<file path="src/hw/ipv_pkg.sv">
// How it works
// - Latency: finish instruction, 13 dispatch, 7 jump
// - Flag read shows every posted source
// - Soft enable off: write 0 clears flag
// - Soft enable on: write 1 posts flag
// - Soft enable is bit 7, rest reserved
// - Masked source still posts, never pends
// - Unmasked posted source pends, bits independent
// - First register bit map, power detect first
// - Second register: capture0, interval, 1 ms
// - Third register: capture1, wrap, ext2, ports
// - Port sources post on edges only
// - Vector read gives top pending vector
// - Any vector write clears all pending
// - Everything resets to zero, all masked
// - Priority order, vector is four times priority
// - Flag stays until taken or cleared
package ipv_pkg;

  localparam int NSRC = 24;
  localparam int PRIO_W = 5;
  localparam int IDX_W = 5;

  // Register offsets
  localparam logic [7:0] OFS_FLAGS_A = 8'hda;
  localparam logic [7:0] OFS_FLAGS_B = 8'hdb;
  localparam logic [7:0] OFS_FLAGS_C = 8'hdc;
  localparam logic [7:0] OFS_SOFT_EN = 8'hde;
  localparam logic [7:0] OFS_PEND_C = 8'hdf;
  localparam logic [7:0] OFS_PEND_A = 8'he0;
  localparam logic [7:0] OFS_PEND_B = 8'he1;
  localparam logic [7:0] OFS_VECTOR = 8'he2;
  localparam logic [7:0] OFS_STATUS = 8'he3;
  localparam logic [7:0] OFS_IRQ_MASK = 8'he4;

  localparam int SOFT_EN_BIT = 7;

  // Implemented bits over the three flag registers, C:B:A
  localparam logic [NSRC-1:0] SRC_VALID = 24'h77e0ff;

  // Flat source positions (A 0..7, B 8..15, C 16..23)
  localparam int SRC_LVD = 0;
  localparam int SRC_EXT0 = 1;
  localparam int SRC_SER_TX = 2;
  localparam int SRC_SER_RX = 3;
  localparam int SRC_PORT0 = 4;
  localparam int SRC_EXT1 = 5;
  localparam int SRC_SLEEP = 6;
  localparam int SRC_PORT1 = 7;
  localparam int SRC_MS1 = 13;
  localparam int SRC_PIT = 14;
  localparam int SRC_CAP0 = 15;
  localparam int SRC_CAP1 = 16;
  localparam int SRC_WRAP = 17;
  localparam int SRC_EXT2 = 18;
  localparam int SRC_PORT2 = 20;
  localparam int SRC_PORT3 = 21;
  localparam int SRC_PORT4 = 22;

  // Priority number per flat position; lower wins, 0 marks unused
  localparam logic [PRIO_W-1:0] SRC_PRIO [NSRC] = '{
    5'h01, 5'h02, 5'h03, 5'h04, 5'h05, 5'h07, 5'h19, 5'h06,
    5'h00, 5'h00, 5'h00, 5'h00, 5'h00, 5'h0d, 5'h0e, 5'h0f,
    5'h10, 5'h11, 5'h12, 5'h00, 5'h14, 5'h15, 5'h16, 5'h00};

  localparam int VEC_SHIFT = 2;

  // CPU side dispatch figures
  localparam int DISPATCH_CYCLES = 13;
  localparam int LONG_JUMP_CYCLES = 7;

  // Own status / mask register bits
  localparam int ST_HW_POST = 0;
  localparam int ST_SW_POST = 1;
  localparam int ST_VEC_CLR = 2;
  localparam int ST_TAKEN = 3;
  localparam int ST_W = 4;

  typedef struct packed {
    logic [7:0] addr;
    logic [7:0] wdata;
    logic wr;
    logic rd;
  } ipv_bus_req_t;

  typedef struct packed {
    logic low_supply_detect;
    logic ext0;
    logic ser_tx;
    logic ser_rx;
    logic ext1;
    logic sleep;
    logic ms1;
    logic pit;
    logic cap0;
    logic cap1;
    logic wrap;
    logic ext2;
  } ipv_src_t;

endpackage

</file>
<file path="src/hw/ipv_ctrl.sv">
`timescale 1ns/1ps
`default_nettype none
module ipv_ctrl (
  input wire logic clk_in,
  input wire logic rstn_in,
  input wire ipv_pkg::ipv_bus_req_t bus_in,
  output logic [7:0] rdata_out,
  input wire ipv_pkg::ipv_src_t src_in,
  input wire logic [4:0] port_level_in,
  input wire logic cpu_ack_in,
  output logic cpu_irq_out,
  output logic [7:0] cpu_vector_out,
  output logic irq_out
);

  localparam int N = ipv_pkg::NSRC;

  logic [N-1:0] posted_q;
  logic [N-1:0] posted_d;
  logic [N-1:0] mask_q;
  logic [N-1:0] mask_d;
  logic swen_q;
  logic swen_d;
  logic [4:0] port_prev_q;
  logic [4:0] port_prev_d;
  logic [7:0] rdata_q;
  logic [7:0] rdata_d;
  logic cpu_irq_q;
  logic cpu_irq_d;
  logic [7:0] cpu_vec_q;
  logic [7:0] cpu_vec_d;
  logic [ipv_pkg::IDX_W-1:0] idx_q;
  logic [ipv_pkg::IDX_W-1:0] idx_d;
  logic [ipv_pkg::ST_W-1:0] stat_q;
  logic [ipv_pkg::ST_W-1:0] stat_d;
  logic [ipv_pkg::ST_W-1:0] imask_q;
  logic [ipv_pkg::ST_W-1:0] imask_d;

  logic [N-1:0] ev;
  logic [N-1:0] pend;
  logic [N-1:0] wsel;
  logic [N-1:0] wdat;
  logic [N-1:0] sw_set;
  logic [4:0] port_rise;
  logic wr_a;
  logic wr_b;
  logic wr_c;
  logic wr_vc;
  logic ack_take;
  logic any_pend;
  logic [ipv_pkg::PRIO_W-1:0] best_prio;
  logic [ipv_pkg::IDX_W-1:0] best_idx;
  logic [7:0] top_vec;

  // Port sources post on a rising edge of their condition
  assign port_rise = port_level_in & ~port_prev_q;

  always_comb
  begin
    ev = '0;
    ev[ipv_pkg::SRC_LVD] = src_in.low_supply_detect;
    ev[ipv_pkg::SRC_EXT0] = src_in.ext0;
    ev[ipv_pkg::SRC_SER_TX] = src_in.ser_tx;
    ev[ipv_pkg::SRC_SER_RX] = src_in.ser_rx;
    ev[ipv_pkg::SRC_PORT0] = port_rise[0];
    ev[ipv_pkg::SRC_EXT1] = src_in.ext1;
    ev[ipv_pkg::SRC_SLEEP] = src_in.sleep;
    ev[ipv_pkg::SRC_PORT1] = port_rise[1];
    ev[ipv_pkg::SRC_MS1] = src_in.ms1;
    ev[ipv_pkg::SRC_PIT] = src_in.pit;
    ev[ipv_pkg::SRC_CAP0] = src_in.cap0;
    ev[ipv_pkg::SRC_CAP1] = src_in.cap1;
    ev[ipv_pkg::SRC_WRAP] = src_in.wrap;
    ev[ipv_pkg::SRC_EXT2] = src_in.ext2;
    ev[ipv_pkg::SRC_PORT2] = port_rise[2];
    ev[ipv_pkg::SRC_PORT3] = port_rise[3];
    ev[ipv_pkg::SRC_PORT4] = port_rise[4];
  end

  assign wr_a = bus_in.wr && (bus_in.addr == ipv_pkg::OFS_FLAGS_A);
  assign wr_b = bus_in.wr && (bus_in.addr == ipv_pkg::OFS_FLAGS_B);
  assign wr_c = bus_in.wr && (bus_in.addr == ipv_pkg::OFS_FLAGS_C);
  assign wr_vc = bus_in.wr && (bus_in.addr == ipv_pkg::OFS_VECTOR);
  assign wsel = {{8{wr_c}}, {8{wr_b}}, {8{wr_a}}};
  assign wdat = {3{bus_in.wdata}};
  assign pend = posted_q & mask_q;
  assign ack_take = cpu_ack_in && cpu_irq_q;
  assign sw_set = wsel & wdat & {N{swen_q}} & ipv_pkg::SRC_VALID;

  genvar gi;
  generate
    for (gi = 0; gi < N; gi++)
    begin : g_src
      logic clr;
      // Soft clear, vector-write clear of pending, CPU take
      assign clr = (wsel[gi] && !swen_q && !wdat[gi])
                   || (wr_vc && mask_q[gi])
                   || (ack_take && idx_q == gi);
      // Set terms win over any clear in the same cycle
      assign posted_d[gi] = ipv_pkg::SRC_VALID[gi]
                            && ((posted_q[gi] && !clr)
                                || ev[gi]
                                || sw_set[gi]);
    end
  endgenerate

  // Highest-priority pending source
  always_comb
  begin
    any_pend = 1'b0;
    best_prio = '0;
    best_idx = '0;
    for (int i = 0; i < N; i++)
    begin
      if (pend[i] && (!any_pend || ipv_pkg::SRC_PRIO[i] < best_prio))
      begin
        any_pend = 1'b1;
        best_prio = ipv_pkg::SRC_PRIO[i];
        best_idx = ipv_pkg::IDX_W'(i);
      end
    end
    top_vec = 8'(best_prio) << ipv_pkg::VEC_SHIFT;
  end

  always_comb
  begin
    mask_d = mask_q;
    swen_d = swen_q;
    imask_d = imask_q;
    port_prev_d = port_level_in;
    if (bus_in.wr)
    begin
      case (bus_in.addr)
        ipv_pkg::OFS_PEND_A:
          mask_d[7:0] = bus_in.wdata & ipv_pkg::SRC_VALID[7:0];
        ipv_pkg::OFS_PEND_B:
          mask_d[15:8] = bus_in.wdata & ipv_pkg::SRC_VALID[15:8];
        ipv_pkg::OFS_PEND_C:
          mask_d[23:16] = bus_in.wdata & ipv_pkg::SRC_VALID[23:16];
        ipv_pkg::OFS_SOFT_EN:
          swen_d = bus_in.wdata[ipv_pkg::SOFT_EN_BIT];
        ipv_pkg::OFS_IRQ_MASK:
          imask_d = bus_in.wdata[ipv_pkg::ST_W-1:0];
        default:
          mask_d = mask_q;
      endcase
    end
  end

  // Read data, valid only in the cycle after the strobe
  always_comb
  begin
    rdata_d = '0;
    if (bus_in.rd)
    begin
      case (bus_in.addr)
        ipv_pkg::OFS_FLAGS_A: rdata_d = posted_q[7:0];
        ipv_pkg::OFS_FLAGS_B: rdata_d = posted_q[15:8];
        ipv_pkg::OFS_FLAGS_C: rdata_d = posted_q[23:16];
        ipv_pkg::OFS_PEND_A: rdata_d = mask_q[7:0];
        ipv_pkg::OFS_PEND_B: rdata_d = mask_q[15:8];
        ipv_pkg::OFS_PEND_C: rdata_d = mask_q[23:16];
        ipv_pkg::OFS_SOFT_EN:
          rdata_d = {swen_q, 7'h00};
        ipv_pkg::OFS_VECTOR: rdata_d = top_vec;
        ipv_pkg::OFS_STATUS: rdata_d = 8'(stat_q);
        ipv_pkg::OFS_IRQ_MASK: rdata_d = 8'(imask_q);
        default: rdata_d = '0;
      endcase
    end
  end

  // Sticky status; a read clears, a new event in that cycle wins
  always_comb
  begin
    stat_d = stat_q;
    if (bus_in.rd && bus_in.addr == ipv_pkg::OFS_STATUS)
      stat_d = '0;
    if (|ev)
      stat_d[ipv_pkg::ST_HW_POST] = 1'b1;
    if (|sw_set)
      stat_d[ipv_pkg::ST_SW_POST] = 1'b1;
    if (wr_vc)
      stat_d[ipv_pkg::ST_VEC_CLR] = 1'b1;
    if (ack_take)
      stat_d[ipv_pkg::ST_TAKEN] = 1'b1;
  end

  // Presented to the CPU; it dispatches only with its global enable set
  always_comb
  begin
    cpu_irq_d = any_pend;
    cpu_vec_d = top_vec;
    idx_d = best_idx;
  end

  always_ff @(posedge clk_in or negedge rstn_in)
  begin
    if (!rstn_in)
    begin
      posted_q <= '0;
      mask_q <= '0;
      swen_q <= 1'b0;
      port_prev_q <= '0;
      rdata_q <= '0;
      cpu_irq_q <= 1'b0;
      cpu_vec_q <= '0;
      idx_q <= '0;
      stat_q <= '0;
      imask_q <= '0;
    end
    else
    begin
      posted_q <= posted_d;
      mask_q <= mask_d;
      swen_q <= swen_d;
      port_prev_q <= port_prev_d;
      rdata_q <= rdata_d;
      cpu_irq_q <= cpu_irq_d;
      cpu_vec_q <= cpu_vec_d;
      idx_q <= idx_d;
      stat_q <= stat_d;
      imask_q <= imask_d;
    end
  end

  // Vector registered every cycle from the top pending source; the CPU latches it when it takes
  assign cpu_irq_out = cpu_irq_q;
  assign cpu_vector_out = cpu_vec_q;
  assign rdata_out = rdata_q;
  assign irq_out = |(stat_q & imask_q);
endmodule
`default_nettype wire

</file>
<file path="config.mk">
export PLATFORM = sky130hd
export DESIGN_NAME = ipv_ctrl
export DESIGN_NICKNAME = d
export VERILOG_FILES = /design/src/hw/ipv_pkg.sv /design/src/hw/ipv_ctrl.sv
export SDC_FILE = /design/constraint.sdc
export NUM_CORES = 1
export LEC_CHECK = 0
export BUFFER_PORTS_ARGS = -buffer_cell sky130_fd_sc_hd__buf_2
export CAP_MARGIN = 20
export CORE_MARGIN = 2
export CORE_UTILIZATION = 55
export DETAILED_ROUTE_END_ITERATION = 10
export PLACE_DENSITY = 0.77
export RECOVER_POWER = 25
export SLEW_MARGIN = 20
export SYNTH_ARGS = -nofsm -noshare
export SYNTH_HDL_FRONTEND = slang
export SYNTH_SLANG_ARGS = --single-unit
</file>
<file path="constraint.sdc">
create_clock -name clk_in -period 4.3 [get_ports clk_in]
set_clock_uncertainty 0.15 [all_clocks]
set_input_delay 0 -clock clk_in [delete_from_list [all_inputs] [get_ports clk_in]]
set_output_delay 0 -clock clk_in [all_outputs]
set_load 0.01 [all_outputs]
</file>
* Word level (Yosys, flattened, before mapping) *
Cells that the tools add are included.

word-level totals
  bits in registers = 67
  word-level logic and storage cells = 401
  output and inout port bits = 18
  input bits = 38

cells by class
  reduce and logical (&&, ||, !) cells = 253
  order comparisons = 23
  bitwise logic cells = 6
  equality and inequality tests = 26
  mux-type cells = 78

operators with widths
  operator                                                   count
  two-way mux 5 bit                                          35
  logical AND 1 bit                                          99
  logical OR 1 bit                                           91
  equality test 8 bit, second input constant                 10
  case mux 8 bit (10 select lines)                           1
  AND 23 bit                                                 3
  zero test 1 bit                                            49
  less-than comparator 1 x 5 -> 1 bit, first input constant  7
  less-than comparator 5 bit, first input constant           7
  OR reduction 17 bit                                        2
  equality test 5 bit, second input constant                 6
  two-way mux 1 bit                                          30
  equality test 5 x 3 -> 1 bit, second input constant        4
  two-way mux 3 bit                                          6
  equality test 5 x 4 -> 1 bit, second input constant        3
  less-than comparator 4 x 5 -> 1 bit, first input constant  3
  equality test 5 x 2 -> 1 bit, second input constant        2
  AND reduction 2 bit                                        5
  two-way mux 2 bit                                          4
  two-way mux 8 bit                                          1
  nonzero test 2 bit                                         4
  less-than comparator 3 bit, first input constant           2
  AND 5 bit                                                  1
  equality test 5 x 1 -> 1 bit, second input constant        1
  other kinds (10)                                           10

* Longest topological paths before layout *
  word-level depth = 96
  mapped depth = 8

* Least setup slack after synthesis *
Ideal clock, no wire load.

  kind = register to register
  start point = reg mask_q[15]
  end point = reg rdata_q[5] (netlist: rdata_out[5])
  arrival = 2.091 ns
  path slack = 1.900 ns
  data required time = 3.991 ns
  clock period less this slack = 2.400 ns
  setup time = 0.159 ns
  cell stages (with the launch flop) = 7
  cells stage by stage = dfrtp_1 a222oi_1 nand3_1 or4b_4 o21a_2 or3b_2 o21ai_0

between the ends
  cells in the longest elaborated chain, start to end = 37

RTL lines
  item                                                                    line             RTL
  from (decl)                                                             ipv_ctrl.sv:20   logic [N-1:0] mask_q;
  from (signal assigned)                                                  ipv_ctrl.sv:215  mask_q <= mask_d;
  AND 23 bit *                                                            ipv_ctrl.sv:86   assign pend = posted_q & mask_q;
  logical AND 1 bit *                                                     ipv_ctrl.sv:115  if (pend[i] && (!any_pend || ipv_pkg::SRC_PRIO[i] < best_prio))
  two-way mux 5 bit or two-way mux 1 bit (tied branches)                  ipv_ctrl.sv:115
  less-than comparator 5 bit or zero test 1 bit (tied branches)           ipv_ctrl.sv:115
  logical OR 1 bit                                                        ipv_ctrl.sv:115
  logical AND 1 bit                                                       ipv_ctrl.sv:115
  two-way mux 5 bit or two-way mux 1 bit (tied branches)                  ipv_ctrl.sv:115
  less-than comparator 5 bit or zero test 1 bit (tied branches)           ipv_ctrl.sv:115
  [22 not listed]                                                         -
  two-way mux 5 bit or two-way mux 1 bit (tied branches)                  ipv_ctrl.sv:115
  less-than comparator 1 x 5 -> 1 bit or zero test 1 bit (tied branches)  ipv_ctrl.sv:115
  logical OR 1 bit                                                        ipv_ctrl.sv:115
  logical AND 1 bit                                                       ipv_ctrl.sv:115
  two-way mux 5 bit *                                                     ipv_ctrl.sv:115
  case mux 8 bit (10 select lines) *                                      ipv_ctrl.sv:156  case (bus_in.addr)
  two-way mux 8 bit *                                                     ipv_ctrl.sv:154  if (bus_in.rd)
  named net rdata_d[5]                                                    ipv_ctrl.sv:27   logic [7:0] rdata_d;
  to (signal assigned)                                                    ipv_ctrl.sv:218  rdata_q <= rdata_d;
  to (decl)                                                               ipv_ctrl.sv:26   logic [7:0] rdata_q;

The timed path passes the listed nets; every way through them passes the cells marked *.
A chain may end at the register's enable or synchronous reset.

* Final worst setup path *
  start point = in bus_in[10] (netlist bit)
  end point = reg posted_q[17]

between the ends
  cells in the longest elaborated chain, start to end = 10

RTL lines
  item                    line             RTL
  from (decl)             ipv_ctrl.sv:6    input wire ipv_pkg::ipv_bus_req_t bus_in,
  equality test 8 bit     ipv_ctrl.sv:82   assign wr_c = bus_in.wr && (bus_in.addr == ipv_pkg::OFS_FLAGS_C);
  logical AND 1 bit       ipv_ctrl.sv:82
  logical AND 1 bit       -
  logical AND 1 bit       ipv_ctrl.sv:96   assign clr = (wsel[gi] && !swen_q && !wdat[gi])
  logical OR 1 bit        ipv_ctrl.sv:97   || (wr_vc && mask_q[gi])
  logical OR 1 bit        ipv_ctrl.sv:98   || (ack_take && idx_q == gi);
  zero test 1 bit         ipv_ctrl.sv:101  && ((posted_q[gi] && !clr)
  logical AND 1 bit       ipv_ctrl.sv:101
  logical OR 1 bit        ipv_ctrl.sv:102  || ev[gi]
  logical OR 1 bit *      ipv_ctrl.sv:103  || sw_set[gi]);
  named net posted_d[17]  ipv_ctrl.sv:19   logic [N-1:0] posted_d;
  to (signal assigned)    ipv_ctrl.sv:214  posted_q <= posted_d;
  to (decl)               ipv_ctrl.sv:18   logic [N-1:0] posted_q;

Marks and branches as above.

==> Flow_metrics.wiki <==
{| class="wikitable"
! Metric !! Value
|-
| Power after layout || roughly 1.9 mW
|-
| Total standard cell area after synthesis || between 0.003 and 0.004 mm²
|-
| Std-Cell Rows || 30
|-
| Synth Instances || approximately 440
|-
| Antenna Violating Nets Remaining || 0
|-
| 1st-pass router iterations || 5
|-
| Max Fanout on Critical Path || 20
|-
| Maximum number of pins on one net before global-route repair || 68
|-
| Vias per Instance || 6.92
|-
| Type of origin of the critical path || primary input
|-
| Start point of the worst min-delay path || bus_in[11]
|-
| Routability congestion estimate || 0.990
|-
| Static leakage power || 2.06 nW
|-
| Root cell of the clock tree || sky130_fd_sc_hd__clkbuf_8
|-
| Highest ir drop seen on vdd || between 200 and 250 µV
|-
| Overall Global Routing Usage || 0.394
|-
| Part of the Yosys area used for sequential elements || 0.424
|-
| Total of flip-flops plus latches after synthesis || 67
|-
| Grt ovf || 0
|-
| Worst-margin pin slew || about 1.7 ns
|-
| Distinct cell type count of the synthesized netlist || 61
|-
| Total number of yosys warnings || 0
|-
| CTS tree || yes
|-
| Top Ports || 56
|-
| Clock Tree Buf Depth || 2
|-
| Reg-to-reg setup timing slack || 1.24 ns
|-
| Die Height || around 89 µm
|-
| Total number of vias || around 4300
|-
| Number of enable-type register cells in the synthesized netlist || 0
|-
| Endpoint kind of the worst setup timing path || register
|-
| RR Endpoint || posted_q[2]$_DFF_PN0_
|-
| Final setup violation count || 0
|-
| Critical path class || in -> reg
|-
| Number of buffers inserted by port buffering || 52
|-
| Violated checks || capacitance limit, slew limit
|-
| Initial antenna violation count || 0
|-
| Total number of H-tree levels || 3
|-
| Min-Delay Path Depth || 4
|-
| TritonCTS Sinks || 67
|-
| Wire length of the first global-routing pass || 22800 µm
|-
| Clock latency on the worst-skew pair || around 0.36 ns
|-
| Overall die width || just under 90 µm
|-
| Number of global-route vias before repair || around 4200
|-
| Period utilization || 0.748
|-
| HPWL after detailed placement || ~10000 µm
|-
| Synthesized area per cell || 9.09 µm²
|-
| Count of final max-slew check failures || 68
|-
| Wire length after detailed routing || 14800 µm
|-
| Worst EP required || roughly 4.5 ns
|-
| Floorplan die area || 0.00788 mm²
|-
| Highest achievable clock rate || slightly above 0.3 GHz
|-
| Placeable Area || 0.00687 mm²
|-
| Starting utilization of the core area || 0.575
|-
| Minimum period implied by the final worst setup slack || approximately 3.2 ns
|-
| Setup repair after global routing missed its margin || no
|-
| Worst slew margin relative to its limit || -0.133
|-
| Fin nets || approximately 560
|-
| Synthesis-to-layout area growth || 23.9%
|-
| Critical register-to-register path startpoint || idx_q[4]$_DFF_PN0_
|-
| Endpoint of the worst hold path || rdata_out[7]$_DFF_PN0_
|-
| Path depth of the worst reg2reg path || 8
|-
| Worst Hold Class || in -> reg
|-
| Share of flip-flops with an asynchronous set or reset after synthesis || 1.00
|-
| Hold slack || roughly 0.023 ns
|-
| Share of post-route cells with drive strength above 1 || 0.171
|-
| Post-layout instance area || between 0.004 and 0.005 mm²
|-
| Buffer count from post-CTS setup fixing || 0
|-
| Max Cap Violations || 1
|-
| Run status || finished with violations
|-
| Detailed-route wire length per cell || between 20 and 25 µm
|-
| Iter 0 DRT Violations || ~560
|-
| Final total negative setup slack || 0 ns
|-
| Clock edge transition at the registers on the reported setup and hold paths || 0.08 ns
|-
| Final count of hold timing violations || 0
|-
| P per Cell Area || around 380 mW/mm²
|-
| DRC viols || 0
|-
| Critical path data arrival time || between 3 and 4 ns
|-
| Number of CTS-inserted buffers || 9
|-
| ANT cells || 0
|-
| Dominant register cell in the synthesized netlist || sky130_fd_sc_hd__dfrtp_1
|-
| Resized cells post-CTS || 0
|-
| Dpl cell area || about 0.0043 mm²
|}
## final cells by class
type                       instances  area [µm²]
clock buffer                      10         128
clock inverter                     6        90.1
fill                             539        1970
inverter                           4        15.0
multi-input combinational        345        2180
sequential                        67        1680
tap                               96         120
timing repair buffer              99         693
## placed cells by master (no fill, tap or decap), drive strengths merged, types with 21 or more instances in the layout
cell / instances
dfrtp: 67
a21oi: 48
dlygate4sd3: 42
nand2: 39
o21ai: 39
buf: 38
clkbuf: 29
mux2: 23
nand3: 22
nor2: 21
## worst max-delay path by stage
stage	startpoint	end	slack [ns]
after CTS	bus_in[10]	posted_q[17]$_DFF_PN0_	1.28
after global routing	bus_in[12]	posted_q[17]$_DFF_PN0_	1.0
final	bus_in[10]	posted_q[17]$_DFF_PN0_	1.08
after detailed placement	mask_q[15]$_DFFE_PN0P_	rdata_out[5]$_DFF_PN0_	1.56
after global placement	mask_q[15]$_DFFE_PN0P_	rdata_out[5]$_DFF_PN0_	1.66
after floorplan	mask_q[15]$_DFFE_PN0P_	rdata_out[5]$_DFF_PN0_	1.90
## metal layers
layer,share of wire,up-vias,track usage
met5,0,-,0
met1,0.37,2037,0.503
met4,0.060,0,0.244
met2,0.45,377,0.604
li1,-,1837,-
met3,0.12,86,0.0933
## synth_stat cells (all sizes together), types with 3 or more instances
library cell  instances  area share
dfrtp                67        0.42
a21oi                48       0.061
nand2                39       0.037
o21ai                39       0.050
mux2                 23       0.066
nand3                22       0.028
nor2                 21       0.020
clkbuf               15       0.014
a211oi               11       0.021
a22oi                11       0.021
nand2b               11       0.017
and2                  8       0.013
and3                  8       0.013
nand4                 8       0.013
nor2b                 8       0.015
a22o                  6       0.013
a31oi                 6      0.0095
buf                   6      0.0092
nor3                  6      0.0076
a222oi                5       0.013
o31ai                 5      0.0095
inv                   4      0.0038
nand3b                4      0.0076
o21bai                4      0.0076
or2                   4      0.0063
a21boi                3      0.0057
a311oi                3      0.0066
a32o                  3      0.0076
nor4                  3      0.0047
o21a                  3      0.0060
or3                   3      0.0047
## what timing repair did
action,in CTS,in global routing
endpoints found under the setup margin,0,0
hold endpoints to repair,119,0
hold buffers,42,0
## worst max-delay path, cell delays in order
cell and delay [ns]:
sky130_fd_sc_hd__buf_2 0.23, sky130_fd_sc_hd__or3b_2 0.51, sky130_fd_sc_hd__nor3_1 0.77, sky130_fd_sc_hd__and2_1 0.43
sky130_fd_sc_hd__a211oi_1 0.12, sky130_fd_sc_hd__dlygate4sd3_1 0.57, sky130_fd_sc_hd__a21oi_1 0.15, sky130_fd_sc_hd__dlygate4sd3_1 0.58
## where the power goes
part	internal (mW)	total, mW	switching, mW
clock	0.327	0.589	0.261
combinational	0.198	0.469	0.271
sequential	0.703	0.813	0.109
total	1.23	1.87	0.642
## cells by family after synthesis
family,Yosys count,share of synthesized area
other,1,0.000949
buffers and inverters,25,0.0272
DFF,67,0.424
muxes,25,0.0706
AOI/OAI and AO/OA,162,0.267
and+or+nand+nor,155,0.210
## sequential cells by signal (all words and copies together), names as in the netlist
signal and flops:
cpu_irq_out 1, cpu_vector_out 5, idx_q 5, imask_q 4, mask_q 17, port_prev_q 5
posted_q 17, rdata_out 8, stat_q 4, swen_q 1
## stage by stage
step,worst slack [ns],std cells,util
2_1_floorplan,1.90,437,-
3_3_place_gp,1.66,569,0.624
3_5_place_dp,1.56,569,0.624
4_1_cts,1.28,627,0.717
5_1_grt,0.999,627,0.713
6_report,1.08,627,0.713
No activity file was read; power rests on OpenSTA's default activity.
